File: src/include/gtr_cfg.svh
// offsets, field positions, reset values and prescaler counts of the general timer
`ifndef GTR_CFG_SVH
`define GTR_CFG_SVH

// register indices as printed; byte address is four times the index
`define GTR_IDX_COUNT    16'h0100
`define GTR_IDX_PERIOD   16'h0102
`define GTR_IDX_CONTROL  16'h0104
`define GTR_IDX_STATUS   16'h0106
`define GTR_IDX_OSC      16'h0108
`define GTR_ADDR_COUNT   (`GTR_IDX_COUNT << 2)
`define GTR_ADDR_PERIOD  (`GTR_IDX_PERIOD << 2)
`define GTR_ADDR_CONTROL (`GTR_IDX_CONTROL << 2)
`define GTR_ADDR_STATUS  (`GTR_IDX_STATUS << 2)
`define GTR_ADDR_OSC     (`GTR_IDX_OSC << 2)

// timer_control fields
`define GTR_BIT_TIMER_ON     15
`define GTR_BIT_STOP_IDLE    13
`define GTR_BIT_GATE_EN      6
`define GTR_BIT_PS_HI        5
`define GTR_BIT_PS_LO        4
`define GTR_BIT_EXT_SYNC     2
`define GTR_BIT_CLK_SRC      1
`define GTR_CONTROL_MASK     16'ha076

// status and oscillator control fields
`define GTR_BIT_FLAG         0
`define GTR_BIT_IRQ_EN       1
`define GTR_BIT_LPOSC_EN     1

// reset values
`define GTR_RST_COUNT        16'h0000
`define GTR_RST_PERIOD       16'hffff
`define GTR_RST_CONTROL      16'h0000

// prescaler terminal counts for 1:1, 1:8, 1:64, 1:256
`define GTR_PS_TERM_1        8'h00
`define GTR_PS_TERM_8        8'h07
`define GTR_PS_TERM_64       8'h3f
`define GTR_PS_TERM_256      8'hff

`endif

File: src/include/gtr_pkg.sv
// types shared by the general timer files
package gtr_pkg;

   typedef enum logic [1:0] {
      GTR_PS_DIV1   = 2'b00,
      GTR_PS_DIV8   = 2'b01,
      GTR_PS_DIV64  = 2'b10,
      GTR_PS_DIV256 = 2'b11
   } gtr_prescale_e;

   typedef enum logic [1:0] {
      GTR_BUS_IDLE    = 2'b00,
      GTR_BUS_RD_WAIT = 2'b01,
      GTR_BUS_RD_DONE = 2'b10
   } gtr_bus_e;

   typedef enum logic [1:0] {
      GTR_SRC_INSTR = 2'b00,
      GTR_SRC_SYNC  = 2'b01,
      GTR_SRC_ASYNC = 2'b10,
      GTR_SRC_LPOSC = 2'b11
   } gtr_source_e;

endpackage

File: src/rtl/gtr_prescaler.sv
// input clock prescaler of the general timer
`timescale 1ns/100ps
`include "gtr_cfg.svh"

module gtr_prescaler
   import gtr_pkg::*;
#(
   parameter int WIDTH = 8
)
(
   // clock and reset
   input  wire logic             core_clk_in,
   input  wire logic             rst_n_in,
   // control
   input  wire logic             enable_in,
   input  wire logic             clear_in,
   input  wire gtr_prescale_e    select_in,
   // ticks
   input  wire logic             tick_in,
   output logic                  tick_out
);

   logic [WIDTH-1:0] cnt_ff;
   logic [WIDTH-1:0] term;
   logic             at_term;

   always_comb
   begin
      case (select_in)
         GTR_PS_DIV1:   term = WIDTH'(`GTR_PS_TERM_1);
         GTR_PS_DIV8:   term = WIDTH'(`GTR_PS_TERM_8);
         GTR_PS_DIV64:  term = WIDTH'(`GTR_PS_TERM_64);
         GTR_PS_DIV256: term = WIDTH'(`GTR_PS_TERM_256);
         default:       term = WIDTH'(`GTR_PS_TERM_1);
      endcase
   end

   // a ratio lowered below the running count still ends the period at once
   assign at_term  = (cnt_ff >= term);
   assign tick_out = enable_in & tick_in & at_term;

   always_ff @(posedge core_clk_in)
   begin
      if (!rst_n_in)
      begin
         cnt_ff <= '0;
      end
      else if (clear_in)
      begin
         cnt_ff <= '0;
      end
      else if (enable_in & tick_in)
      begin
         if (at_term)
         begin
            cnt_ff <= '0;
         end
         else
         begin
            cnt_ff <= cnt_ff + WIDTH'(1);
         end
      end
   end

endmodule

File: src/rtl/gtr_timer.sv
// general timer with period match, gated accumulation and low-power clock use
`timescale 1ns/100ps
`include "gtr_cfg.svh"

//Contract
//- Timer mode counts each instruction cycle, wraps to zero after equalling period.
//- Idle with stop-in-idle set halts counting; resumes after idle; else continues.
//- Synchronous counter counts synchronized external rising edges, wraps at period.
//- Asynchronous counter counts every external rising edge unsynchronized, wraps at period.
//- Asynchronous counter halts during idle when stop-in-idle is set.
//- Gate enabled, timer on, internal clock: count only while gate pin high.
//- Prescaler divides input by 1, 8, 64 or 256 per two-bit field.
//- Prescaler clears on count write, timer-on cleared, and device reset.
//- With timer off the prescaler is halted and count writes do not clear it.
//- Control writes leave the count alone; only count writes change it.
//- In sleep only timer on, external clock, sync bit zero keeps counting.
//- Count equal period sets sticky flag, requests interrupt if enabled, software clears.
//- Gated accumulation also sets the flag on gate falling edge.
//- Timer on, external clock, gate off: count low-power oscillator rising edges.
//- Low-power oscillator enable disables normal modes, enables carry-out wake event.
//- Real-time clock counting continues through sleep with unchanged control bits.
module gtr_timer
   import gtr_pkg::*;
#(
   parameter int CNT_W = 16,
   parameter int PS_W  = 8
)
(
   // clock and reset
   input  wire logic          core_clk_in,
   input  wire logic          rst_n_in,
   // ahb-lite slave
   input  wire logic          hsel_in,
   input  wire logic [31:0]   haddr_in,
   input  wire logic [1:0]    htrans_in,
   input  wire logic          hwrite_in,
   input  wire logic [2:0]    hsize_in,
   input  wire logic [31:0]   hwdata_in,
   input  wire logic          hready_in,
   output logic               hreadyout_out,
   output logic               hresp_out,
   output logic [31:0]        hrdata_out,
   // processor power state
   input  wire logic          cpu_idle_in,
   input  wire logic          cpu_sleep_in,
   // pins
   input  wire logic          external_clock_gate_pin_in,
   input  wire logic          lowpower_osc_clk_in,
   // events
   output logic               period_match_flag_out,
   output logic               irq_req_out,
   output logic               wake_event_out
);

   // bus state
   gtr_bus_e           bus_state_ff;
   gtr_bus_e           nxt_bus_state;
   logic [31:0]        addr_ff;
   logic               wr_pend_ff;
   logic [31:0]        hrdata_ff;
   logic [31:0]        rd_mux;
   logic               addr_take;

   // registers
   logic [CNT_W-1:0]   timer_count_ff;
   logic [CNT_W-1:0]   period_value_ff;
   logic [15:0]        timer_control_ff;
   logic               period_match_flag_ff;
   logic               period_match_irq_enable_ff;
   logic               lowpower_osc_enable_ff;
   logic               wake_ff;

   // pin sampling
   logic               ext_sync1_ff;
   logic               ext_sync2_ff;
   logic               ext_sync3_ff;
   logic               ext_prev_ff;
   logic               lpo_prev_ff;

   // decoded writes
   logic               wr_count;
   logic               wr_period;
   logic               wr_control;
   logic               wr_status;
   logic               wr_osc;
   logic               ton_clear;

   // control fields
   logic               timer_on;
   logic               stop_in_idle;
   logic               gate_accumulate_enable;
   gtr_prescale_e      prescale_select;
   logic               external_sync_select;
   logic               clock_source_select;

   // counting
   gtr_source_e        src_mode;
   logic               raw_tick;
   logic               run_ok;
   logic               ps_tick;
   logic               ps_clear;
   logic               count_match;
   logic               match_evt;
   logic               gate_fall_evt;
   logic               sync_rise;
   logic               async_rise;
   logic               lpo_rise;

   // ---------------- bus slave ----------------

   assign addr_take = hsel_in & htrans_in[1] & hready_in;

   always_comb
   begin
      nxt_bus_state = bus_state_ff;
      case (bus_state_ff)
         GTR_BUS_IDLE,
         GTR_BUS_RD_DONE:
         begin
            if (addr_take & ~hwrite_in)
            begin
               nxt_bus_state = GTR_BUS_RD_WAIT;
            end
            else
            begin
               nxt_bus_state = GTR_BUS_IDLE;
            end
         end
         GTR_BUS_RD_WAIT:
         begin
            nxt_bus_state = GTR_BUS_RD_DONE;
         end
         default:
         begin
            nxt_bus_state = GTR_BUS_IDLE;
         end
      endcase
   end

   always_ff @(posedge core_clk_in)
   begin
      if (!rst_n_in)
      begin
         bus_state_ff <= GTR_BUS_IDLE;
      end
      else
      begin
         bus_state_ff <= nxt_bus_state;
      end
   end

   always_ff @(posedge core_clk_in)
   begin
      if (!rst_n_in)
      begin
         addr_ff    <= 32'h0000_0000;
         wr_pend_ff <= 1'b0;
      end
      else
      begin
         wr_pend_ff <= addr_take & hwrite_in;
         if (addr_take)
         begin
            addr_ff <= haddr_in;
         end
      end
   end

   // read data is taken one cycle into the data phase, after any write just before it
   always_comb
   begin
      rd_mux = 32'h0000_0000;
      case (addr_ff)
         {16'h0000, `GTR_ADDR_COUNT}:   rd_mux[CNT_W-1:0] = timer_count_ff;
         {16'h0000, `GTR_ADDR_PERIOD}:  rd_mux[CNT_W-1:0] = period_value_ff;
         {16'h0000, `GTR_ADDR_CONTROL}: rd_mux[15:0] = timer_control_ff & `GTR_CONTROL_MASK;
         {16'h0000, `GTR_ADDR_STATUS}:
         begin
            rd_mux[`GTR_BIT_FLAG]   = period_match_flag_ff;
            rd_mux[`GTR_BIT_IRQ_EN] = period_match_irq_enable_ff;
         end
         {16'h0000, `GTR_ADDR_OSC}:     rd_mux[`GTR_BIT_LPOSC_EN] = lowpower_osc_enable_ff;
         default:                       rd_mux = 32'h0000_0000;
      endcase
   end

   always_ff @(posedge core_clk_in)
   begin
      if (!rst_n_in)
      begin
         hrdata_ff <= 32'h0000_0000;
      end
      else if (bus_state_ff == GTR_BUS_RD_WAIT)
      begin
         hrdata_ff <= rd_mux;
      end
   end

   assign hreadyout_out = (bus_state_ff != GTR_BUS_RD_WAIT);
   assign hresp_out     = 1'b0;
   assign hrdata_out    = hrdata_ff;

   assign wr_count   = wr_pend_ff & (addr_ff == {16'h0000, `GTR_ADDR_COUNT});
   assign wr_period  = wr_pend_ff & (addr_ff == {16'h0000, `GTR_ADDR_PERIOD});
   assign wr_control = wr_pend_ff & (addr_ff == {16'h0000, `GTR_ADDR_CONTROL});
   assign wr_status  = wr_pend_ff & (addr_ff == {16'h0000, `GTR_ADDR_STATUS});
   assign wr_osc     = wr_pend_ff & (addr_ff == {16'h0000, `GTR_ADDR_OSC});

   // ---------------- registers ----------------

   always_ff @(posedge core_clk_in)
   begin
      if (!rst_n_in)
      begin
         timer_control_ff <= `GTR_RST_CONTROL;
      end
      else if (wr_control)
      begin
         timer_control_ff <= hwdata_in[15:0] & `GTR_CONTROL_MASK;
      end
   end

   always_ff @(posedge core_clk_in)
   begin
      if (!rst_n_in)
      begin
         period_value_ff <= CNT_W'(`GTR_RST_PERIOD);
      end
      else if (wr_period)
      begin
         period_value_ff <= hwdata_in[CNT_W-1:0];
      end
   end

   always_ff @(posedge core_clk_in)
   begin
      if (!rst_n_in)
      begin
         lowpower_osc_enable_ff     <= 1'b0;
         period_match_irq_enable_ff <= 1'b0;
      end
      else
      begin
         if (wr_osc)
         begin
            lowpower_osc_enable_ff <= hwdata_in[`GTR_BIT_LPOSC_EN];
         end
         if (wr_status)
         begin
            period_match_irq_enable_ff <= hwdata_in[`GTR_BIT_IRQ_EN];
         end
      end
   end

   assign timer_on               = timer_control_ff[`GTR_BIT_TIMER_ON];
   assign stop_in_idle           = timer_control_ff[`GTR_BIT_STOP_IDLE];
   assign gate_accumulate_enable = timer_control_ff[`GTR_BIT_GATE_EN];
   assign prescale_select        =
      gtr_prescale_e'(timer_control_ff[`GTR_BIT_PS_HI:`GTR_BIT_PS_LO]);
   assign external_sync_select   = timer_control_ff[`GTR_BIT_EXT_SYNC];
   assign clock_source_select    = timer_control_ff[`GTR_BIT_CLK_SRC];

   // ---------------- pin sampling ----------------

   always_ff @(posedge core_clk_in)
   begin
      if (!rst_n_in)
      begin
         ext_sync1_ff <= 1'b0;
         ext_sync2_ff <= 1'b0;
         ext_sync3_ff <= 1'b0;
         ext_prev_ff  <= 1'b0;
         lpo_prev_ff  <= 1'b0;
      end
      else
      begin
         ext_sync1_ff <= external_clock_gate_pin_in;
         ext_sync2_ff <= ext_sync1_ff;
         ext_sync3_ff <= ext_sync2_ff;
         ext_prev_ff  <= external_clock_gate_pin_in;
         lpo_prev_ff  <= lowpower_osc_clk_in;
      end
   end

   assign sync_rise  = ext_sync2_ff & ~ext_sync3_ff;
   assign async_rise = external_clock_gate_pin_in & ~ext_prev_ff;
   assign lpo_rise   = lowpower_osc_clk_in & ~lpo_prev_ff;

   // ---------------- clock source ----------------

   always_comb
   begin
      if (lowpower_osc_enable_ff)
      begin
         src_mode = GTR_SRC_LPOSC;
      end
      else if (!clock_source_select)
      begin
         src_mode = GTR_SRC_INSTR;
      end
      else if (external_sync_select)
      begin
         src_mode = GTR_SRC_SYNC;
      end
      else
      begin
         src_mode = GTR_SRC_ASYNC;
      end
   end

   always_comb
   begin
      case (src_mode)
         // gated accumulation passes instruction cycles only while the pin is high
         GTR_SRC_INSTR: raw_tick = ~gate_accumulate_enable | external_clock_gate_pin_in;
         GTR_SRC_SYNC:  raw_tick = sync_rise;
         GTR_SRC_ASYNC: raw_tick = async_rise;
         // normal modes are off; only the real-time clock setup counts
         GTR_SRC_LPOSC: raw_tick = clock_source_select & ~gate_accumulate_enable & lpo_rise;
         default:       raw_tick = 1'b0;
      endcase
   end

   // idle halts all sources when asked; sleep stops every source unless the external clock is selected with the sync bit clear (async external, low-power oscillator)
   assign run_ok = ~(cpu_idle_in & stop_in_idle)
                 & (~cpu_sleep_in | (clock_source_select & ~external_sync_select));

   // clears only act while the prescaler clock runs, or on the edge that stops it
   assign ton_clear = wr_control & timer_on & ~hwdata_in[`GTR_BIT_TIMER_ON];
   assign ps_clear  = timer_on & (wr_count | ton_clear);

   gtr_prescaler #(
      .WIDTH       (PS_W)
   ) u_prescaler (
      .core_clk_in (core_clk_in),
      .rst_n_in    (rst_n_in),
      .enable_in   (timer_on),
      .clear_in    (ps_clear),
      .select_in   (prescale_select),
      .tick_in     (raw_tick & run_ok),
      .tick_out    (ps_tick)
   );

   // ---------------- counter ----------------

   assign count_match = (timer_count_ff == period_value_ff);
   assign match_evt   = ps_tick & count_match & ~wr_count;

   always_ff @(posedge core_clk_in)
   begin
      if (!rst_n_in)
      begin
         timer_count_ff <= CNT_W'(`GTR_RST_COUNT);
      end
      else if (wr_count)
      begin
         timer_count_ff <= hwdata_in[CNT_W-1:0];
      end
      else if (ps_tick)
      begin
         if (count_match)
         begin
            timer_count_ff <= '0;
         end
         else
         begin
            timer_count_ff <= timer_count_ff + CNT_W'(1);
         end
      end
   end

   // ---------------- events ----------------

   assign gate_fall_evt = timer_on & (src_mode == GTR_SRC_INSTR) & gate_accumulate_enable
                        & ext_prev_ff & ~external_clock_gate_pin_in;

   // a new event wins over a software clear in the same cycle
   always_ff @(posedge core_clk_in)
   begin
      if (!rst_n_in)
      begin
         period_match_flag_ff <= 1'b0;
      end
      else if (match_evt | gate_fall_evt)
      begin
         period_match_flag_ff <= 1'b1;
      end
      else if (wr_status & hwdata_in[`GTR_BIT_FLAG])
      begin
         period_match_flag_ff <= 1'b0;
      end
   end

   always_ff @(posedge core_clk_in)
   begin
      if (!rst_n_in)
      begin
         wake_ff <= 1'b0;
      end
      else
      begin
         wake_ff <= match_evt & lowpower_osc_enable_ff;
      end
   end

   assign period_match_flag_out = period_match_flag_ff;
   assign irq_req_out           = period_match_flag_ff & period_match_irq_enable_ff;
   assign wake_event_out        = wake_ff;

endmodule

File: config.mk
export PLATFORM = sky130hd
export DESIGN_NAME = gtr_timer
export DESIGN_NICKNAME = d
export VERILOG_FILES = /design/src/include/gtr_pkg.sv /design/src/rtl/gtr_prescaler.sv /design/src/rtl/gtr_timer.sv
export VERILOG_INCLUDE_DIRS = /design/src /design/src/include
export SDC_FILE = /design/constraint.sdc
export NUM_CORES = 1
export LEC_CHECK = 0
export CAP_MARGIN = 0
export CORE_MARGIN = 5
export CORE_UTILIZATION = 35
export DETAILED_ROUTE_END_ITERATION = 8
export DONT_BUFFER_PORTS = 1
export MAX_ROUTING_LAYER = met4
export PLACE_DENSITY_LB_ADDON = 0.1
export SLEW_MARGIN = 30
export SYNTH_ARGS = -nofsm -noshare
export SYNTH_HDL_FRONTEND = slang
export SYNTH_SLANG_ARGS = --single-unit
File: constraint.sdc
create_clock -name core_clk_in -period 2.1 [get_ports core_clk_in]
set_clock_uncertainty 0.1 [all_clocks]
set_input_delay 0.105 -clock core_clk_in [delete_from_list [all_inputs] [get_ports core_clk_in]]
set_output_delay 0.105 -clock core_clk_in [all_outputs]
set_load 0.01 [all_outputs]
# --- Word level (Yosys, flattened, before mapping) ---
# Cells that the tools add are included.
op_classes:
  add_sub_neg: 2
  order_cmp: 1
  eq_ne: 15
  mux: 16
  bitwise: 48
  reduce_logical: 7
ops:
  columns: ["cell", "count"]
  rows:
  - ["$eq A32 B11 Y1 const B", 5]
  - ["$mux W16", 3]
  - ["$pmux W14 S3", 1]
  - ["$and A1 B1 Y1", 32]
  - ["$pmux W8 S4", 1]
  - ["$add A16 B1 Y16 const B", 1]
  - ["$eq A16 B16 Y1", 1]
  - ["$not A1 Y1", 12]
  - ["$eq A2 B2 Y1 const B", 5]
  - ["$add A8 B1 Y8 const B", 1]
  - ["$ge A8 B8 Y1", 1]
  - ["$mux W8", 1]
  - ["$eq A2 B1 Y1 const B", 3]
  - ["$logic_not A2 Y1", 3]
  - ["$mux W2", 3]
  - ["$pmux W1 S5", 1]
  - ["$or A1 B1 Y1", 4]
  - ["$pmux W1 S4", 1]
  - ["$pmux W2 S2", 1]
  - ["$reduce_bool A2 Y1", 2]
  - ["$reduce_or A2 Y1", 2]
  - ["$mux W1", 3]
  - ["$pmux W1 S3", 1]
  - ["$ne A2 B1 Y1 const B", 1]
totals:
  reg_bits: 106
  inputBits: 78
  output_inout_bits: 37
  elab_cells: 105

# --- Longest topological paths before layout ---
logic_depth:
  word_depth: 12
  mapped_depth: 10

# --- By module ---
# A second synthesis with hierarchy kept.
unflattened:
  cells_unflattened: 622
  hier_area_um2: 5371.4
modules_own_cells:
  columns: ["module", "instances", "cells_per_inst", "area_each_um2", "seq_area_each_um2"]
  rows:
  - ["gtr_timer", 1, 558, 4825.9, 1961.9]
  - ["gtr_prescaler", 1, 64, 545.5, 160.2]

# --- Worst setup path after synthesis ---
# No wires, ideal clock.
synth_path:
  path_type: "reg2reg"
  from: "register timer_control_ff[4]"
  to: "register timer_count_ff[9]"
  arrival_ps: 2024
  t_required_ps: 1899
  path_slack_ps: -125
  path_stages_with_launch: 10
  period_less_slack_ps: 2225
  cell_sequence: "dfxtp_1 -> or2_2 -> inv_1 -> ha_1 -> a21oi_1 -> a211oi_1 -> a211oi_1 -> nor2_1 -> mux2i_1 -> o41ai_1"
synth_via:
  elab_chain_len: 5
synth_rtl:
  columns: ["item", "line", "text"]
  rows:
  - ["start: declaration", "gtr_timer.sv:67", "logic [15:0] timer_control_ff;"]
  - ["start signal: assignment", "gtr_timer.sv:215", "timer_control_ff <= `GTR_RST_CONTROL;"]
  - ["start signal: assignment", "gtr_timer.sv:219", "timer_control_ff <= hwdata_in[15:0] & `GTR_CONTROL_MASK;"]
  - ["$eq A2 B2 Y1 (tied with other cells)", "gtr_prescaler.sv:29", "case (select_in)"]
  - ["$pmux W8 S4 *", "gtr_prescaler.sv:29", null]
  - ["$ge A8 B8 Y1 *", "gtr_prescaler.sv:39", "assign at_term = (cnt_ff >= term);"]
  - ["$and A1 B1 Y1 *", "gtr_prescaler.sv:40", "assign tick_out = enable_in & tick_in & at_term;"]
  - ["$reduce_bool A2 Y1 (no line) *", null, null]
  - ["end signal: assignment", "gtr_timer.sv:353", "timer_count_ff <= CNT_W'(`GTR_RST_COUNT);"]
  - ["end signal: assignment", "gtr_timer.sv:357", "timer_count_ff <= hwdata_in[CNT_W-1:0];"]
  - ["end signal: assignment", "gtr_timer.sv:367", "timer_count_ff <= timer_count_ff + CNT_W'(1);"]
  - ["end: declaration", "gtr_timer.sv:65", "logic [CNT_W-1:0] timer_count_ff;"]
# Mark *: on every way between the ends. The rest lies on a longest branch, timed or not.
# A chain may end at the register's enable or synchronous reset.

# --- Worst setup path after layout ---
layout_path:
  from: "register timer_control_ff[5]"
  to: "register timer_count_ff[6]"
# Same word-level chain as after synthesis.

==> summary by stage <==
Die
The floorplan die height is around 130 µm. The row count is 45. The horizontal die dimension is roughly 130 µm. The initial core utilization is 0.3570. The I/O pin count is 115. The standard cell core area is 0.01520 mm².

The floorplan step defined a die boundary enclosing 0.01810 mm².

Synth
After synthesis, the share of flip-flops with an asynchronous set or reset is 0. The proportion of synthesized chip area in sequential cells is 0.3910. The area fraction of the dominant cell type after synthesis is 0.3910.

The xor and xnor fraction of the mapped netlist area is 0.03550. The synthesis-stage register bit count is 106. The main combinational cell family by area after synthesis is simple AND/OR/NAND/NOR gates.

The number of different library cells used by synthesis comes to just over 60. The number of enable flip-flop cells after synthesis is 0. The multiplexer area fraction after synthesis is 0.06247.

Of the total synthesized cell area, the portion taken by full adders, half adders and majority gates is 0.01844. Of the total synthesized cell area, the portion taken by AND, OR, NAND and NOR gates is 0.2554. A synthesized cell averages 8.602 µm².

Yosys attributes the largest share of cell area to dfxtp_1 39%, nand2_1 7.5%, mux2i_1 4.8%. The most common flop cell mapped by yosys is dfxtp_1. During synthesis, Yosys emitted a total of 0 warnings.

Synthesis handed over a netlist of ~630 instances. The library cell occupying the most area in the post-synthesis netlist is dfxtp_1. The cell area after technology mapping is 0.005428 mm². The area fraction in compound gates after synthesis is 0.1692.

Global route
The first-pass GRT wire length is 26410 µm. The number of global-route vias before repair came to 4984. The overflow left after global routing is 0. Entering global routing, the biggest net connects 84 pins. The number of antenna violations at the first check in global routing is 0. The all-layer global routing usage is 0.1897.

Status
The flow ran to the end, but the final reports show violations. The checks that failed: setup timing.

Clock network
The clock edge transition at the registers on the reported setup and hold paths is 80 ps. The H-tree was split into 3 levels. The number of buffers on the longest clock path is 2. The root buffer cell chosen for the clock tree is clkbuf_16. The CTS tree is done.

At the later pin of the worst-skew pair, clock insertion delay measures 360 ps. The number of clock sinks seen by CTS is 106. Buffers inserted during clock tree synthesis total 9.

Setup path
The largest single stage delay on the critical path is 390 ps. For the worst setup path, the data required time is 2260 ps. The worst setup path is launched from a register. The slowest stage of the critical path belongs to the cell a211o_4. Walking the worst path, the cells encountered are or2_4, inv_2, ha_4, a21oi_4, a211oi_4, buf_4, a211o_4, nand2_8, a21oi_2, o21a_1. The number of buffers and inverters on the critical path is 2. The endpoint of the worst-slack reg-to-reg timing path is timer_count_ff[6]. The start-to-end type of the worst setup path is register to register. STA classifies the critical path endpoint as a register. The kind of cell with the highest combined delay along the critical path is compound AO/OA/AOI/OAI gates. The depth of the worst register-to-register path is 10. Of all nets on the critical path, the largest fanout is 8.

The reg-to-reg startpoint is timer_control_ff[5]. The critical path data arrival time is 2360 ps. The reg2reg setup slack is -90 ps.

Timing
The minimum period implied by the final worst setup slack is 2190 ps. The highest clock frequency the design can meet is 456.6 MHz. The final hold violation count is 0. The worst-case setup margin in the final layout is -90.26 ps.

The max-slew violation count came to 0. In the finished design, the share of the clock period the worst path needs comes to 1.043. Setup violations remaining at the end of the flow were counted as 22. Headroom to the max-slew limit came out at 0.6085. At the pin with the least slew margin, the transition time is slightly below 600 ps. Summed over all failing endpoints, the final setup total negative slack is -1146 ps.

Setup repair after global routing could not meet its margin everywhere.

Place
The congestion estimate from routability-driven global placement came to 0.8405. The placed wire-length estimate after detailed placement is about 11000 µm. Port buffering added 0 buffers. The number of placed instances, taps included, is 840. Summing all placed instances gives a cell area of between 0.005 and 0.006 mm².

The placement-stage worst setup slack is -211.0 ps.

Job
The number of max-capacitance violations reported is 0.

Cells and area
The sequential cells in the finished layout cover a total of 0.002143 mm². After the flow finishes, the layout carries non-filler instances totaling roughly 960. The layout-stage area growth over the synthesis result is 42.21%. The library cells used most frequently in the layout, excluding fill and tap cells, are 106 x nand2_1, 95 x dfxtp_1, 91 x dlygate4sd3_1. Leaving out fill and tap cells, the most frequent cell in the layout is nand2_1. The finished cells cover 0.007719 mm². The final layout contains 857 nets. The fill cell total of the finished layout is 1435. In the final layout, the share of cells above drive strength 1 is 0.2503. The area taken by multi-input logic gates is ~0.0034 mm².

Drt
The remaining antenna violation count is 0. For this run, design rule violations remaining after detail routing come to 0. The average wire per standard cell is ~17 µm. The first detailed-routing pass ran for 5 iterations.

The routed layout has 5006 vias. The first routing iteration left 238 violations. The vias per cell is approximately 5.2. The total length of routed wires is ~17000 µm.

Power
The maximum ir drop on the vdd rail is 0.4002 mV. The leakage component of the power is 0.002959 µW. The proportion of total power due to net switching is 0.2500.

Cell internal power was estimated by the tool at between 3000 and 4000 µW. The switching power is 1027 µW. The share of total power dissipated in sequential elements is 0.503. The share of total power dissipated in the clock network is 0.402. The part of the total power dissipated in combinational logic is 0.095. The design draws just over 4000 µW.

Dividing total power by cell area gives a power density of 532.1 mW/mm².

Hold path
The path with the worst hold slack has its endpoint at lowpower_osc_enable_ff. The number of cells on the worst hold path is 3. The launch point of the worst hold path is rst_n_in. In this run the worst hold path is classified as input pin to register.
## worst max path at each step
stage / from / to / slack, ps / cells past startpoint
after floorplan: timer_control_ff[4] / timer_count_ff[4] / -10 / 10
after global placement: timer_control_ff[4] / timer_count_ff[9] / -140 / 10
after detailed placement: timer_control_ff[4] / timer_count_ff[9] / -210 / 10
after CTS: addr_ff[17] / period_value_ff[3] / -5 / 9
after global routing: timer_control_ff[5] / u_prescaler.cnt_ff[6] / -160 / 10
final: timer_control_ff[5] / timer_count_ff[6] / -90 / 10
## power groups by stage
| stage | sequential [µW] | clock, µW | combinational, µW |
|---|---|---|---|
| after floorplan | 2110 | 0 | 193 |
| after global placement | 2110 | 0 | 214 |
| after detailed placement | 2110 | 0 | 216 |
| after CTS | 2060 | 1710 | 321 |
| after global routing | 2070 | 1760 | 424 |
| final | 2060 | 1650 | 391 |
## Yosys cell counts (4+ instances only)
master      n
nand3b_1    4
dfxtp_1   106
nor3_1      9
and3_1     11
a31oi_1    16
nand2_1   108
xor2_1      6
mux2_2      7
nand4_1    12
inv_1       9
nor2_1     46
o21ai_0    33
a22oi_1     5
clkbuf_1   27
buf_4      18
a21oi_1    16
xnor2_1    16
a21boi_0   30
o21ai_2     7
mux2i_1    26
ha_1        8
nor4_4      6
a221oi_1    8
nor4_1      7
nand3_1    16
buf_6       4
o21ai_1     5
and2_1      7
buf_2      10
## final cells by class
| cell class | count | area share |
|---|---|---|
| repair buffers | 171 | 0.2080 |
| clock buffers | 10 | 0.03096 |
| flip-flops and latches | 106 | 0.2777 |
| inverters | 9 | 0.004377 |
| diodes | 1 | 0.0003242 |
| well taps | 188 | 0.03048 |
| clock inverters | 5 | 0.005025 |
| multi-input cells | 474 | 0.4432 |
## worst register-to-register path: stages, from the launching register on
cell and delay [ps]:
dfxtp_4 350, or2_4 230, inv_2 70, ha_4 200, a21oi_4 140, a211oi_4 90, buf_4 140, a211o_4 390
nand2_8 150, a21oi_2 70, o21a_1 160
## stage by stage
step                hold WS [ps]  utilization
global placement           83.35       0.3892
floorplan                  82.34            -
global route               106.0       0.5076
finish                     90.00       0.5077
CTS                       -304.4       0.4714
detailed placement         84.90       0.3892
## kinds of logic after synthesis
logic type,Yosys count
flops,106
simple gates,254
compound gates,139
buf+inv,68
other cells,1
xor+xnor,22
fa+ha+maj,8
mux,33
## sequential cells by signal, indices dropped and copies added (netlist names), 2 cells and up
register	count
timer_count_ff	16
addr_ff	32
period_value_ff	16
bus_state_ff	2
u_prescaler.cnt_ff	8
hrdata_out	16
timer_control_ff	7
## repair_timing
action,in CTS,in global routing
buffers inserted,4,15
endpoints found under the hold margin,99,41
endpoints found under the setup margin,51,65
gates resized for setup,40,88
gates cloned,3,0
hold buffers,82,10
pin swaps,18,56
## routing by layer
layer | global-route usage | routed length [µm]
met1 | 0.2338 | 7207
met2 | 0.3115 | 8345
met3 | 0.03987 | 755
met4 | 0.06278 | 284
met5 | - | 0
No activity file was read; power rests on OpenSTA's default activity.
